$ cat config.mk
export PLATFORM = sky130hd
export DESIGN_NAME = sot_timer
export DESIGN_NICKNAME = d
export VERILOG_FILES = /design/src/hdl/sot_pkg.sv /design/src/hdl/sot_timer.sv
export SDC_FILE = /design/constraint.sdc
export NUM_CORES = 1
export LEC_CHECK = 0
export ABC_AREA = 1
export ABC_CLOCK_PERIOD_IN_PS = 16900
export BUFFER_PORTS_ARGS = -buffer_cell sky130_fd_sc_hd__clkbuf_2
export CAP_MARGIN = 5
export CORE_UTILIZATION = 65
export CTS_BUF_LIST = sky130_fd_sc_hd__clkbuf_2
export DETAILED_ROUTE_END_ITERATION = 10
export PLACE_DENSITY = 0.83
export SYNTH_ARGS = -nofsm -noshare
export SYNTH_HDL_FRONTEND = slang
export SYNTH_SLANG_ARGS = --single-unit
$ cat constraint.sdc
create_clock -name pclk -period 16.9 [get_ports pclk]
set_clock_uncertainty 0.1 [all_clocks]
set_input_delay 2.535 -clock pclk [delete_from_list [all_inputs] [get_ports pclk]]
set_output_delay 2.535 -clock pclk [all_outputs]
set_load 0.005 [all_outputs]
$ cat src/hdl/sot_pkg.sv
// Package with register map, field layouts and timing for the output timer
package sot_pkg;
  // Register byte offsets
  localparam logic [7:0] SOT_MODE_OFS = 8'h00;
  localparam logic [7:0] SOT_TIME_OFS = 8'h04;
  localparam logic [7:0] SOT_DLY_OFS = 8'h08;
  localparam logic [7:0] SOT_CMD_OFS = 8'h0c;
  localparam logic [7:0] SOT_STAT_OFS = 8'h10;
  // Mode register fields
  localparam int SOT_FUNC_LSB = 0;
  localparam int SOT_WARN_BIT = 2;
  localparam int SOT_RSTRT_BIT = 3;
  localparam int SOT_CFGD_BIT = 4;
  localparam int SOT_MAXN_LSB = 8;
  // Time register fields
  localparam int SOT_SBASE_LSB = 0;
  localparam int SOT_SFAC_LSB = 8;
  localparam int SOT_IBASE_LSB = 16;
  localparam int SOT_IFAC_LSB = 24;
  // Delay register fields
  localparam int SOT_DBASE_LSB = 0;
  localparam int SOT_ONF_LSB = 8;
  localparam int SOT_OFFF_LSB = 16;
  // Command register bits
  localparam int SOT_CMD_VAL_BIT = 0;
  localparam int SOT_CMD_RST_BIT = 1;
  // Reset values and staircase extension cap
  localparam logic [31:0] SOT_MODE_RST = 32'h0000_0100;
  localparam logic [31:0] SOT_TIME_RST = 32'h0101_0101;
  localparam logic [31:0] SOT_DLY_RST = 32'h0001_0100;
  localparam logic [5:0] SOT_MAXN_MAX = 6'h28;
  // Timing in seconds and milliseconds, cycle counts and clock rate
  localparam int SOT_CLK_HZ = 100_000_000;
  localparam int SOT_WARN_OFF_MS = 250;
  localparam int SOT_WARN_ON_S = 30;
  localparam int SOT_UP_S = 240;
  localparam int SOT_TICK_CYC = SOT_CLK_HZ;
  localparam int SOT_WOFF_CYC = SOT_CLK_HZ / 1000 * SOT_WARN_OFF_MS;
  // Timer functions
  typedef enum logic [1:0] {
    SOT_F_SWITCH = 2'h0,
    SOT_F_STAIR = 2'h1,
    SOT_F_IMPULSE = 2'h2,
    SOT_F_DELAY = 2'h3
  } sot_func_type;
  // Bus request carrier
  typedef struct packed {
    logic psel;
    logic penable;
    logic pwrite;
    logic [7:0] paddr;
    logic [31:0] pwdata;
  } sot_apb_req_type;
endpackage : sot_pkg

$ cat src/hdl/sot_timer.sv
// Switching output timer: staircase, impulse, on/off delay, power-up
// What this block does
// - Staircase extensions capped at programmed 1..40
// - Each switch-on while running below the cap adds one staircase period
// - Restart resets accumulated extension count anytime
// - Impulse mode: value one starts pulse
// - Pulse width is base times factor
// - On and off delays share base
// - Separate on/off factors, delay base times factor
// - Recovery restart only in staircase or impulse
// - Unconfigured device defaults to drive mode
// - Unconfigured: upward output on about 4 minutes
// - New parameters apply after both supplies present
// - Staircase period is base times factor
// - Early warning: off 0.25 s, on 30 s
`timescale 1ns/1ps
module sot_timer #(
  parameter int TICK_CYC = sot_pkg::SOT_TICK_CYC,
  parameter int WOFF_CYC = sot_pkg::SOT_WOFF_CYC
) (
  input wire logic pclk,
  input wire logic presetn,
  input wire logic psel,
  input wire logic penable,
  input wire logic pwrite,
  input wire logic [7:0] paddr,
  input wire logic [31:0] pwdata,
  output logic [31:0] prdata,
  output logic pready,
  output logic pslverr,
  input wire logic sw_valid,
  input wire logic sw_value,
  input wire logic bus_ok,
  input wire logic mains_ok,
  input wire logic bus_recover,
  output logic relay_out,
  output logic drive_mode,
  output logic drive_up
);
  // Sequencer states
  typedef enum logic [4:0] {
    ST_IDLE = 5'b00001,
    ST_RUN = 5'b00010,
    ST_WOFF = 5'b00100,
    ST_WON = 5'b01000,
    ST_DLY = 5'b10000
  } sot_state_type;

  sot_pkg::sot_apb_req_type req;
  sot_state_type state_q, state_d;
  logic [31:0] mode_q, time_q, dly_q; // Shadow set, written by software
  logic [31:0] amode_q, atime_q, adly_q; // Active set, used by timing
  logic [1:0] bus_s_q, mains_s_q; // Supply synchronisers
  logic both_q; // Both supplies present now, registered one cycle late
  logic pend_q; // Shadow waits for commit
  logic [26:0] pre_q; // One second prescaler
  logic tick;
  logic [19:0] sec_q; // Remaining seconds; wide enough for 40 summed periods
  logic [5:0] ext_q; // Accumulated extension count
  logic [26:0] woff_q; // Warning off cycles
  logic out_q, tgt_q, up_q;
  logic [8:0] up_sec_q;

  assign req = '{psel, penable, pwrite, paddr, pwdata};
  assign pready = 1'b1; // No wait states
  wire acc = req.psel & req.penable;
  wire wr = acc & req.pwrite;
  wire hit_mode = req.paddr == sot_pkg::SOT_MODE_OFS;
  wire hit_time = req.paddr == sot_pkg::SOT_TIME_OFS;
  wire hit_dly = req.paddr == sot_pkg::SOT_DLY_OFS;
  wire hit_cmd = req.paddr == sot_pkg::SOT_CMD_OFS;
  wire hit_stat = req.paddr == sot_pkg::SOT_STAT_OFS;
  wire mapped = hit_mode | hit_time | hit_dly | hit_cmd | hit_stat;
  assign pslverr = acc & ~mapped; // Unmapped answer is an error

  // Seconds for base code: 1, 10, 30, 60
  function automatic logic [5:0] base_s(input logic [1:0] code);
    unique case (code)
      2'h0: base_s = 6'h01;
      2'h1: base_s = 6'h0a;
      2'h2: base_s = 6'h1e;
      default: base_s = 6'h3c;
    endcase
  endfunction : base_s

  // Period in seconds from base code and factor, factor 0 taken as 1
  function automatic logic [15:0] period(input logic [1:0] b,
                                         input logic [7:0] f);
    logic [7:0] ff;
    ff = (f == 8'h00) ? 8'h01 : f;
    // Widen before multiplying so the product is never cut to 8 bits
    period = 16'(base_s(b)) * 16'(ff);
  endfunction : period

  // Decoded active configuration
  wire cfgd = amode_q[sot_pkg::SOT_CFGD_BIT];
  wire [1:0] func = amode_q[sot_pkg::SOT_FUNC_LSB +: 2];
  wire warn_en = amode_q[sot_pkg::SOT_WARN_BIT];
  wire rstrt_en = amode_q[sot_pkg::SOT_RSTRT_BIT];
  wire [5:0] maxn_raw = amode_q[sot_pkg::SOT_MAXN_LSB +: 6];
  // Out-of-range cap is clamped so the count can never pass 40
  wire [5:0] maxn = (maxn_raw > sot_pkg::SOT_MAXN_MAX) ?
                    sot_pkg::SOT_MAXN_MAX : maxn_raw;
  wire [15:0] stair_p = period(atime_q[sot_pkg::SOT_SBASE_LSB +: 2],
                               atime_q[sot_pkg::SOT_SFAC_LSB +: 8]);
  wire [15:0] imp_p = period(atime_q[sot_pkg::SOT_IBASE_LSB +: 2],
                             atime_q[sot_pkg::SOT_IFAC_LSB +: 8]);
  wire [15:0] on_p = period(adly_q[sot_pkg::SOT_DBASE_LSB +: 2],
                            adly_q[sot_pkg::SOT_ONF_LSB +: 8]);
  wire [15:0] off_p = period(adly_q[sot_pkg::SOT_DBASE_LSB +: 2],
                             adly_q[sot_pkg::SOT_OFFF_LSB +: 8]);
  wire is_stair = func == sot_pkg::SOT_F_STAIR;
  wire is_imp = func == sot_pkg::SOT_F_IMPULSE;
  wire is_dly = func == sot_pkg::SOT_F_DELAY;
  // Software restart of summing sequence
  wire cmd_wr = wr & hit_cmd;
  wire sum_rst = cmd_wr & pwdata[sot_pkg::SOT_CMD_RST_BIT];
  // Switch event from bus or from software
  wire ev = cfgd & (sw_valid | (cmd_wr & ~sum_rst));
  wire ev_val = sw_valid ? sw_value : pwdata[sot_pkg::SOT_CMD_VAL_BIT];
  // Recovery retrigger only for timed functions
  wire retrig = cfgd & bus_recover & rstrt_en & (is_stair | is_imp);
  wire start_on = (ev & ev_val) | retrig;
  wire may_ext = ext_q < maxn;
  wire sec_end = tick & (sec_q == 20'h00001);
  wire sec_dec = tick & (sec_q != 20'h00000); // One second elapsed
  // Extension keeps the tick of its own cycle, so no second is lost
  wire [19:0] sec_ext = sec_q - {19'h0, sec_dec} + 20'(stair_p);
  wire grow = start_on & is_stair & may_ext; // Accepted extension
  // Opposite command in the expiry cycle still cancels the delay
  wire dly_cancel = ev & (ev_val == out_q);

  assign tick = pre_q == 27'(TICK_CYC - 1);

  // Registers and commit: shadow moves to active once supplies coincide
  wire both_now = bus_s_q[1] & mains_s_q[1];
  always_ff @(posedge pclk or negedge presetn) begin
    if (!presetn) begin
      mode_q <= sot_pkg::SOT_MODE_RST;
      time_q <= sot_pkg::SOT_TIME_RST;
      dly_q <= sot_pkg::SOT_DLY_RST;
      amode_q <= sot_pkg::SOT_MODE_RST;
      atime_q <= sot_pkg::SOT_TIME_RST;
      adly_q <= sot_pkg::SOT_DLY_RST;
      pend_q <= 1'b0;
      both_q <= 1'b0;
    end else begin
      if (wr & hit_mode) mode_q <= pwdata;
      if (wr & hit_time) time_q <= pwdata;
      if (wr & hit_dly) dly_q <= pwdata;
      both_q <= both_now;
      // A new write restarts the wait; a write wins over commit
      if (wr & (hit_mode | hit_time | hit_dly)) begin
        pend_q <= 1'b1;
      end else if (pend_q & both_now) begin
        amode_q <= mode_q;
        atime_q <= time_q;
        adly_q <= dly_q;
        pend_q <= 1'b0;
      end
    end
  end

  // Read mux
  always_comb begin
    prdata = 32'h0;
    if (hit_mode) prdata = mode_q;
    if (hit_time) prdata = time_q;
    if (hit_dly) prdata = dly_q;
    if (hit_stat) prdata = {16'h0, 2'h0, ext_q, 3'h0, pend_q,
                            both_q, drive_up, tgt_q, out_q};
  end

  // Supply synchronisers and seconds prescaler
  always_ff @(posedge pclk or negedge presetn) begin
    if (!presetn) begin
      bus_s_q <= 2'h0;
      mains_s_q <= 2'h0;
      pre_q <= 27'h0;
    end else begin
      bus_s_q <= {bus_s_q[0], bus_ok};
      mains_s_q <= {mains_s_q[0], mains_ok};
      pre_q <= tick ? 27'h0 : pre_q + 27'h1;
    end
  end

  // Next state of output sequencer
  always_comb begin
    state_d = state_q;
    unique case (state_q)
      ST_IDLE: if (start_on & (is_stair | is_imp)) state_d = ST_RUN;
        else if (ev & is_dly & (ev_val != out_q)) state_d = ST_DLY;
      ST_RUN: if (ev & ~ev_val) state_d = ST_IDLE;
        else if (grow) state_d = ST_RUN; // Extension outlives expiry
        else if (sec_end & is_stair & warn_en) state_d = ST_WOFF;
        else if (sec_end) state_d = ST_IDLE;
      ST_WOFF: if (woff_q == 27'h1) state_d = ST_WON;
      ST_WON: if (start_on) state_d = ST_RUN;
        else if (sec_end) state_d = ST_IDLE;
      ST_DLY: if (ev & (ev_val == out_q)) state_d = ST_IDLE;
        else if (sec_end) state_d = ST_IDLE;
      default: state_d = ST_IDLE;
    endcase
  end

  // Sequencer, timers and relay state
  always_ff @(posedge pclk or negedge presetn) begin
    if (!presetn) begin
      state_q <= ST_IDLE;
      sec_q <= 20'h0;
      ext_q <= 6'h0;
      woff_q <= 27'h0;
      out_q <= 1'b0;
      tgt_q <= 1'b0;
    end else begin
      state_q <= state_d;
      if (sec_dec) sec_q <= sec_q - 20'h1;
      if (woff_q != 27'h0) woff_q <= woff_q - 27'h1;
      if (!cfgd) out_q <= 1'b0;
      else if (func == sot_pkg::SOT_F_SWITCH) begin
        if (ev) out_q <= ev_val;
      end else if (state_q == ST_IDLE & start_on & is_stair) begin
        sec_q <= 20'(stair_p);
        ext_q <= 6'h1;
        out_q <= 1'b1;
      end else if (state_q == ST_IDLE & start_on & is_imp) begin
        sec_q <= 20'(imp_p);
        out_q <= 1'b1;
      end else if (state_q == ST_IDLE & ev & is_dly & ev_val != out_q) begin
        sec_q <= 20'(ev_val ? on_p : off_p);
        tgt_q <= ev_val;
      end else if (state_q == ST_RUN & ev & ~ev_val) begin
        out_q <= 1'b0;
        sec_q <= 20'h0;
      end else if (state_q == ST_RUN & start_on & is_stair & may_ext) begin
        sec_q <= sec_ext;
        ext_q <= ext_q + 6'h1;
      end else if (state_q == ST_RUN & sec_end & is_stair & warn_en) begin
        out_q <= 1'b0;
        woff_q <= 27'(WOFF_CYC);
      end else if (state_q == ST_RUN & sec_end) begin
        out_q <= 1'b0;
      end else if (state_q == ST_WOFF & woff_q == 27'h1) begin
        out_q <= 1'b1;
        sec_q <= 20'(sot_pkg::SOT_WARN_ON_S);
      end else if (state_q == ST_WON & start_on) begin
        sec_q <= 20'(stair_p);
        ext_q <= 6'h1;
      end else if (state_q == ST_WON & sec_end) begin
        out_q <= 1'b0;
      end else if (state_q == ST_DLY & sec_end & ~dly_cancel) begin
        out_q <= tgt_q;
      end
      // Restart command wins: count begins afresh
      if (sum_rst) ext_q <= 6'h0;
    end
  end

  // Unconfigured power-up: drive mode, upward output for four minutes
  always_ff @(posedge pclk or negedge presetn) begin
    if (!presetn) begin
      up_q <= 1'b1;
      up_sec_q <= 9'(sot_pkg::SOT_UP_S);
    end else begin
      if (cfgd | (up_sec_q == 9'h0)) up_q <= 1'b0;
      if (tick & (up_sec_q != 9'h0)) up_sec_q <= up_sec_q - 9'h1;
    end
  end

  assign drive_mode = ~cfgd;
  assign drive_up = up_q & ~cfgd;
  assign relay_out = out_q;
endmodule : sot_timer

==> impl_metrics.ini <==
[clock_network]
postCtsHoldBufs = 0
cts-resized-gates = 0
tritoncts = built
clkLatencyLatePin_ns = 0.96
clock-sinks = 248
cts_max_level = 3
clkTransAtPathRegs_ns = 0.09
root_buffer = clkbuf_2
cts_buffer_depth = 3
numCtsBuffers = 66
cts_setup_buffers = 0

[synth]
netlist.area_leader.share_pct = 27.4
synth_fp_nets = 3063
synth-seq-cells = 248
seq_area_frac_synth_pct = 29.9
postSynthCellCount = 2761
synthArstFlopShare_pct = 100
avgSynthCellArea_um2 = 7.55
synth_flop_cell = dfrtp_1
yosysTopAreaCell = dfrtp_1
ys_types = 73
synthTopCellsByArea = dfrtp_1, nand2_1, fa_1
yosysWarnings = 0
synth_edf_count = 0
syn_area_um2 = 20900

[timing]
worst_pin_slew_ns = 1.11
slew_headroom_pct = 25.5
period_needed_ns = 7.34
final-hold-violation-count = 0
fin_crit_sh_pct = 43.4
setup_violations = 0
slew_violations = 0
max_freq_mhz = 136
tns_ns = 0
whs_ns = 0.262
setup_slack_ns = 9.56
rsz0062_at_grt = no

[global_routing]
antenna_found_initial = 1
grt_pass1_wl_mm = 86.9
grt_pass1_vias = 18000
grt_overflow_total = 0
grt_usage_pct = 32.7
grt_max_degree = 95

[setup_path]
critPathMaxStageDelay_ns = 0.69
path_max_fanout = 23
end_kind = output pin
cp.required_ns = 14.27
path_cells = clkbuf_2 > or2_4 > nor3_1 > nand2_1 > inv_1 > a21oi_1 > a221oi_1 > clkbuf_2
worstSetupPathType = in -> out
cp_slowest_cell = inv_1
cp-start-kind = input port
cp_common_cell = clkbuf_2
cp.arrival_ns = 4.71

[drt]
dr.pass1.iters = 6
detail-route-antenna-nets = 0
wire_per_inst_um = 15.8
drtIter0Drc = 1757
wl_mm = 52.2
avgViaCountPerCell = 5.65
vias = 18700
drc = 0

[power_and_ir_drop]
seqPwrFrac_pct = 39.0
netSwitchingFraction_pct = 39.1
irDropWorstVdd_v = 0.0000674
power.net_switching_uw = 622
power_per_cell_area_nw_per_um2 = 71.8
p_int_uw = 970
p_comb_share_pct = 32.8
p_clk_share_pct = 28.1
leakagePower_uw = 0.0116

[placed_design]
dp.cells = 3186
place_area_um2 = 21500
portBuffers = 85
place_ws_ns = 9.58
finalWeightedCongestion = 1.01
dpl.hpwl_mm = 40.6

[layout]
nNetsFinal = 3154
fillers = 2541
stdcell_area_um2 = 22200
drive_above_1_share_pct = 11.0
instances_no_fill = 3303
syn_to_final_growth_pct = 6.29

[floorplan]
ioPinCount = 87
die-area_um2 = 32800
start_util_pct = 66.1
rows = 65
coreArea_um2 = 31600
die_w_um = 181
dieHeight_um = 181

[run]
maxCapViolations = 0

[outcome]
status = finished, final reports clean

[worst_hold_path]
hp-class = reg -> reg
-- critical path: cells and delay by family --
family	cells	cell delay, ns
AOI/OAI and AO/OA	2	0.45
buffers and inverters	3	0.94
and+or+nand+nor	3	0.77
-- placed cells by master, fill, tap and decap left out, types with 4 or more instances in the layout --
cell       count
nand2_1      652
inv_1        480
o21ai_0      228
dfrtp_1      228
nor2_1       200
clkbuf_2     181
ha_1         155
a21oi_1      123
nand3_1      110
fa_1          97
xor2_1        69
nor3_1        39
nand4_1       37
o21ai_1       26
xnor2_1       23
dfstp_2       20
clkinv_1      17
nor2_2        16
o211ai_1      15
nor2_4        12
or2_2         11
o21bai_1      10
inv_2          9
o22ai_1        8
nand2_2        7
nor4_1         7
a31oi_1        7
a21boi_1       7
o2111ai_1      6
nand3_2        5
nor3_2         5
nand2_4        5
nand2_8        5
o221ai_1       4
a21o_1         4
nand3_4        4
inv_4          4
nand3b_1       4
mux2_2         4
-- state kept, by name, summed over array words and instances (netlist names) --
register	count
adly_q	18
amode_q	11
atime_q	20
both_q	1
bus_s_q	2
dly_q	32
ext_q	6
mains_s_q	2
mode_q	32
pend_q	1
pre_q	27
relay_out	1
sec_q	20
state_q	5
tgt_q	1
time_q	32
up_q	1
up_sec_q	9
woff_q	27
-- cell usage after synthesis, types with 8 or more instances --
cell / number
xnor2_1: 23
nand4_1: 37
nand3_1: 111
o21ai_1: 26
clkbuf_1: 50
inv_2: 9
nor2_1: 201
dfrtp_1: 228
nand2_1: 655
o21ai_0: 228
fa_1: 97
or2_2: 11
nor3_1: 39
xor2_1: 69
ha_1: 155
a21oi_1: 123
inv_1: 480
o21bai_1: 10
nor2_2: 15
nor2_4: 12
o211ai_1: 15
o22ai_1: 8
dfstp_2: 20
-- worst paths after layout --
path                                             start                      end  slack, ns  cells past startpoint
worst min register to register    bus_s_q[0]$_DFF_PN0_     bus_s_q[1]$_DFF_PN0_       0.26                      0
min in group asynchronous                      presetn      sec_q[18]$_DFF_PN0_       1.49                      1
worst min-delay path              bus_s_q[0]$_DFF_PN0_     bus_s_q[1]$_DFF_PN0_       0.26                      0
worst max register to register  atime_q[0]$_DFFE_PN1P_      sec_q[17]$_DFF_PN0_      10.30                     35
max in group asynchronous                      presetn  atime_q[13]$_DFFE_PN0P_      12.77                      3
worst max-delay path                          paddr[1]               prdata[18]       9.56                      8
-- layer usage --
metal,share of wire (%),vias to the layer above,routed length (µm),GRT usage [%]
li1,-,8998,-,-
met1,43,8720,22600,44.5
met2,46,802,23800,51.9
met3,7.5,133,3910,5.40
met4,3.6,0,1900,14.4
met5,0,-,0,0
-- final cells by class --
cell class              count  area, µm²  area share [%]
repair buffers             88        458            2.07
diodes                      1       2.50          0.0113
multi-input cells        1948      12400            56.2
clock buffers              97        485            2.19
inverters                 500       1890            8.54
clock inverters            19        141           0.638
flip-flops and latches    248       6230            28.1
well taps                 402        503            2.27
-- cell families after synthesis --
| family | share of synthesized area, % |
|---|---|
| compound gates | 12.2 |
| fa+ha+maj | 18.6 |
| mux | 0.216 |
| xor+xnor | 3.86 |
| other cells | 0.0180 |
| buf+inv | 10.5 |
| simple gates | 24.7 |
| flops | 29.9 |
-- metrics by stage --
| step | utilization [%] | power [µW] |
|---|---|---|
| 2_1_floorplan | - | 1000 |
| 3_3_place_gp | 68.2 | 1140 |
| 3_5_place_dp | 68.2 | 1140 |
| 4_1_cts | 70.2 | 1590 |
| 5_1_grt | 70.2 | 1690 |
| 6_report | 70.2 | 1590 |
-- power by group through the flow --
stage / combinational [µW] / sequential, µW / clock (µW)
after global placement: 506 / 632 / 0
after CTS: 516 / 621 / 455
after detailed placement: 511 / 632 / 0
final: 523 / 621 / 448
after floorplan: 376 / 629 / 0
after global routing: 589 / 623 / 482
(Power assumes the default switching activity.)
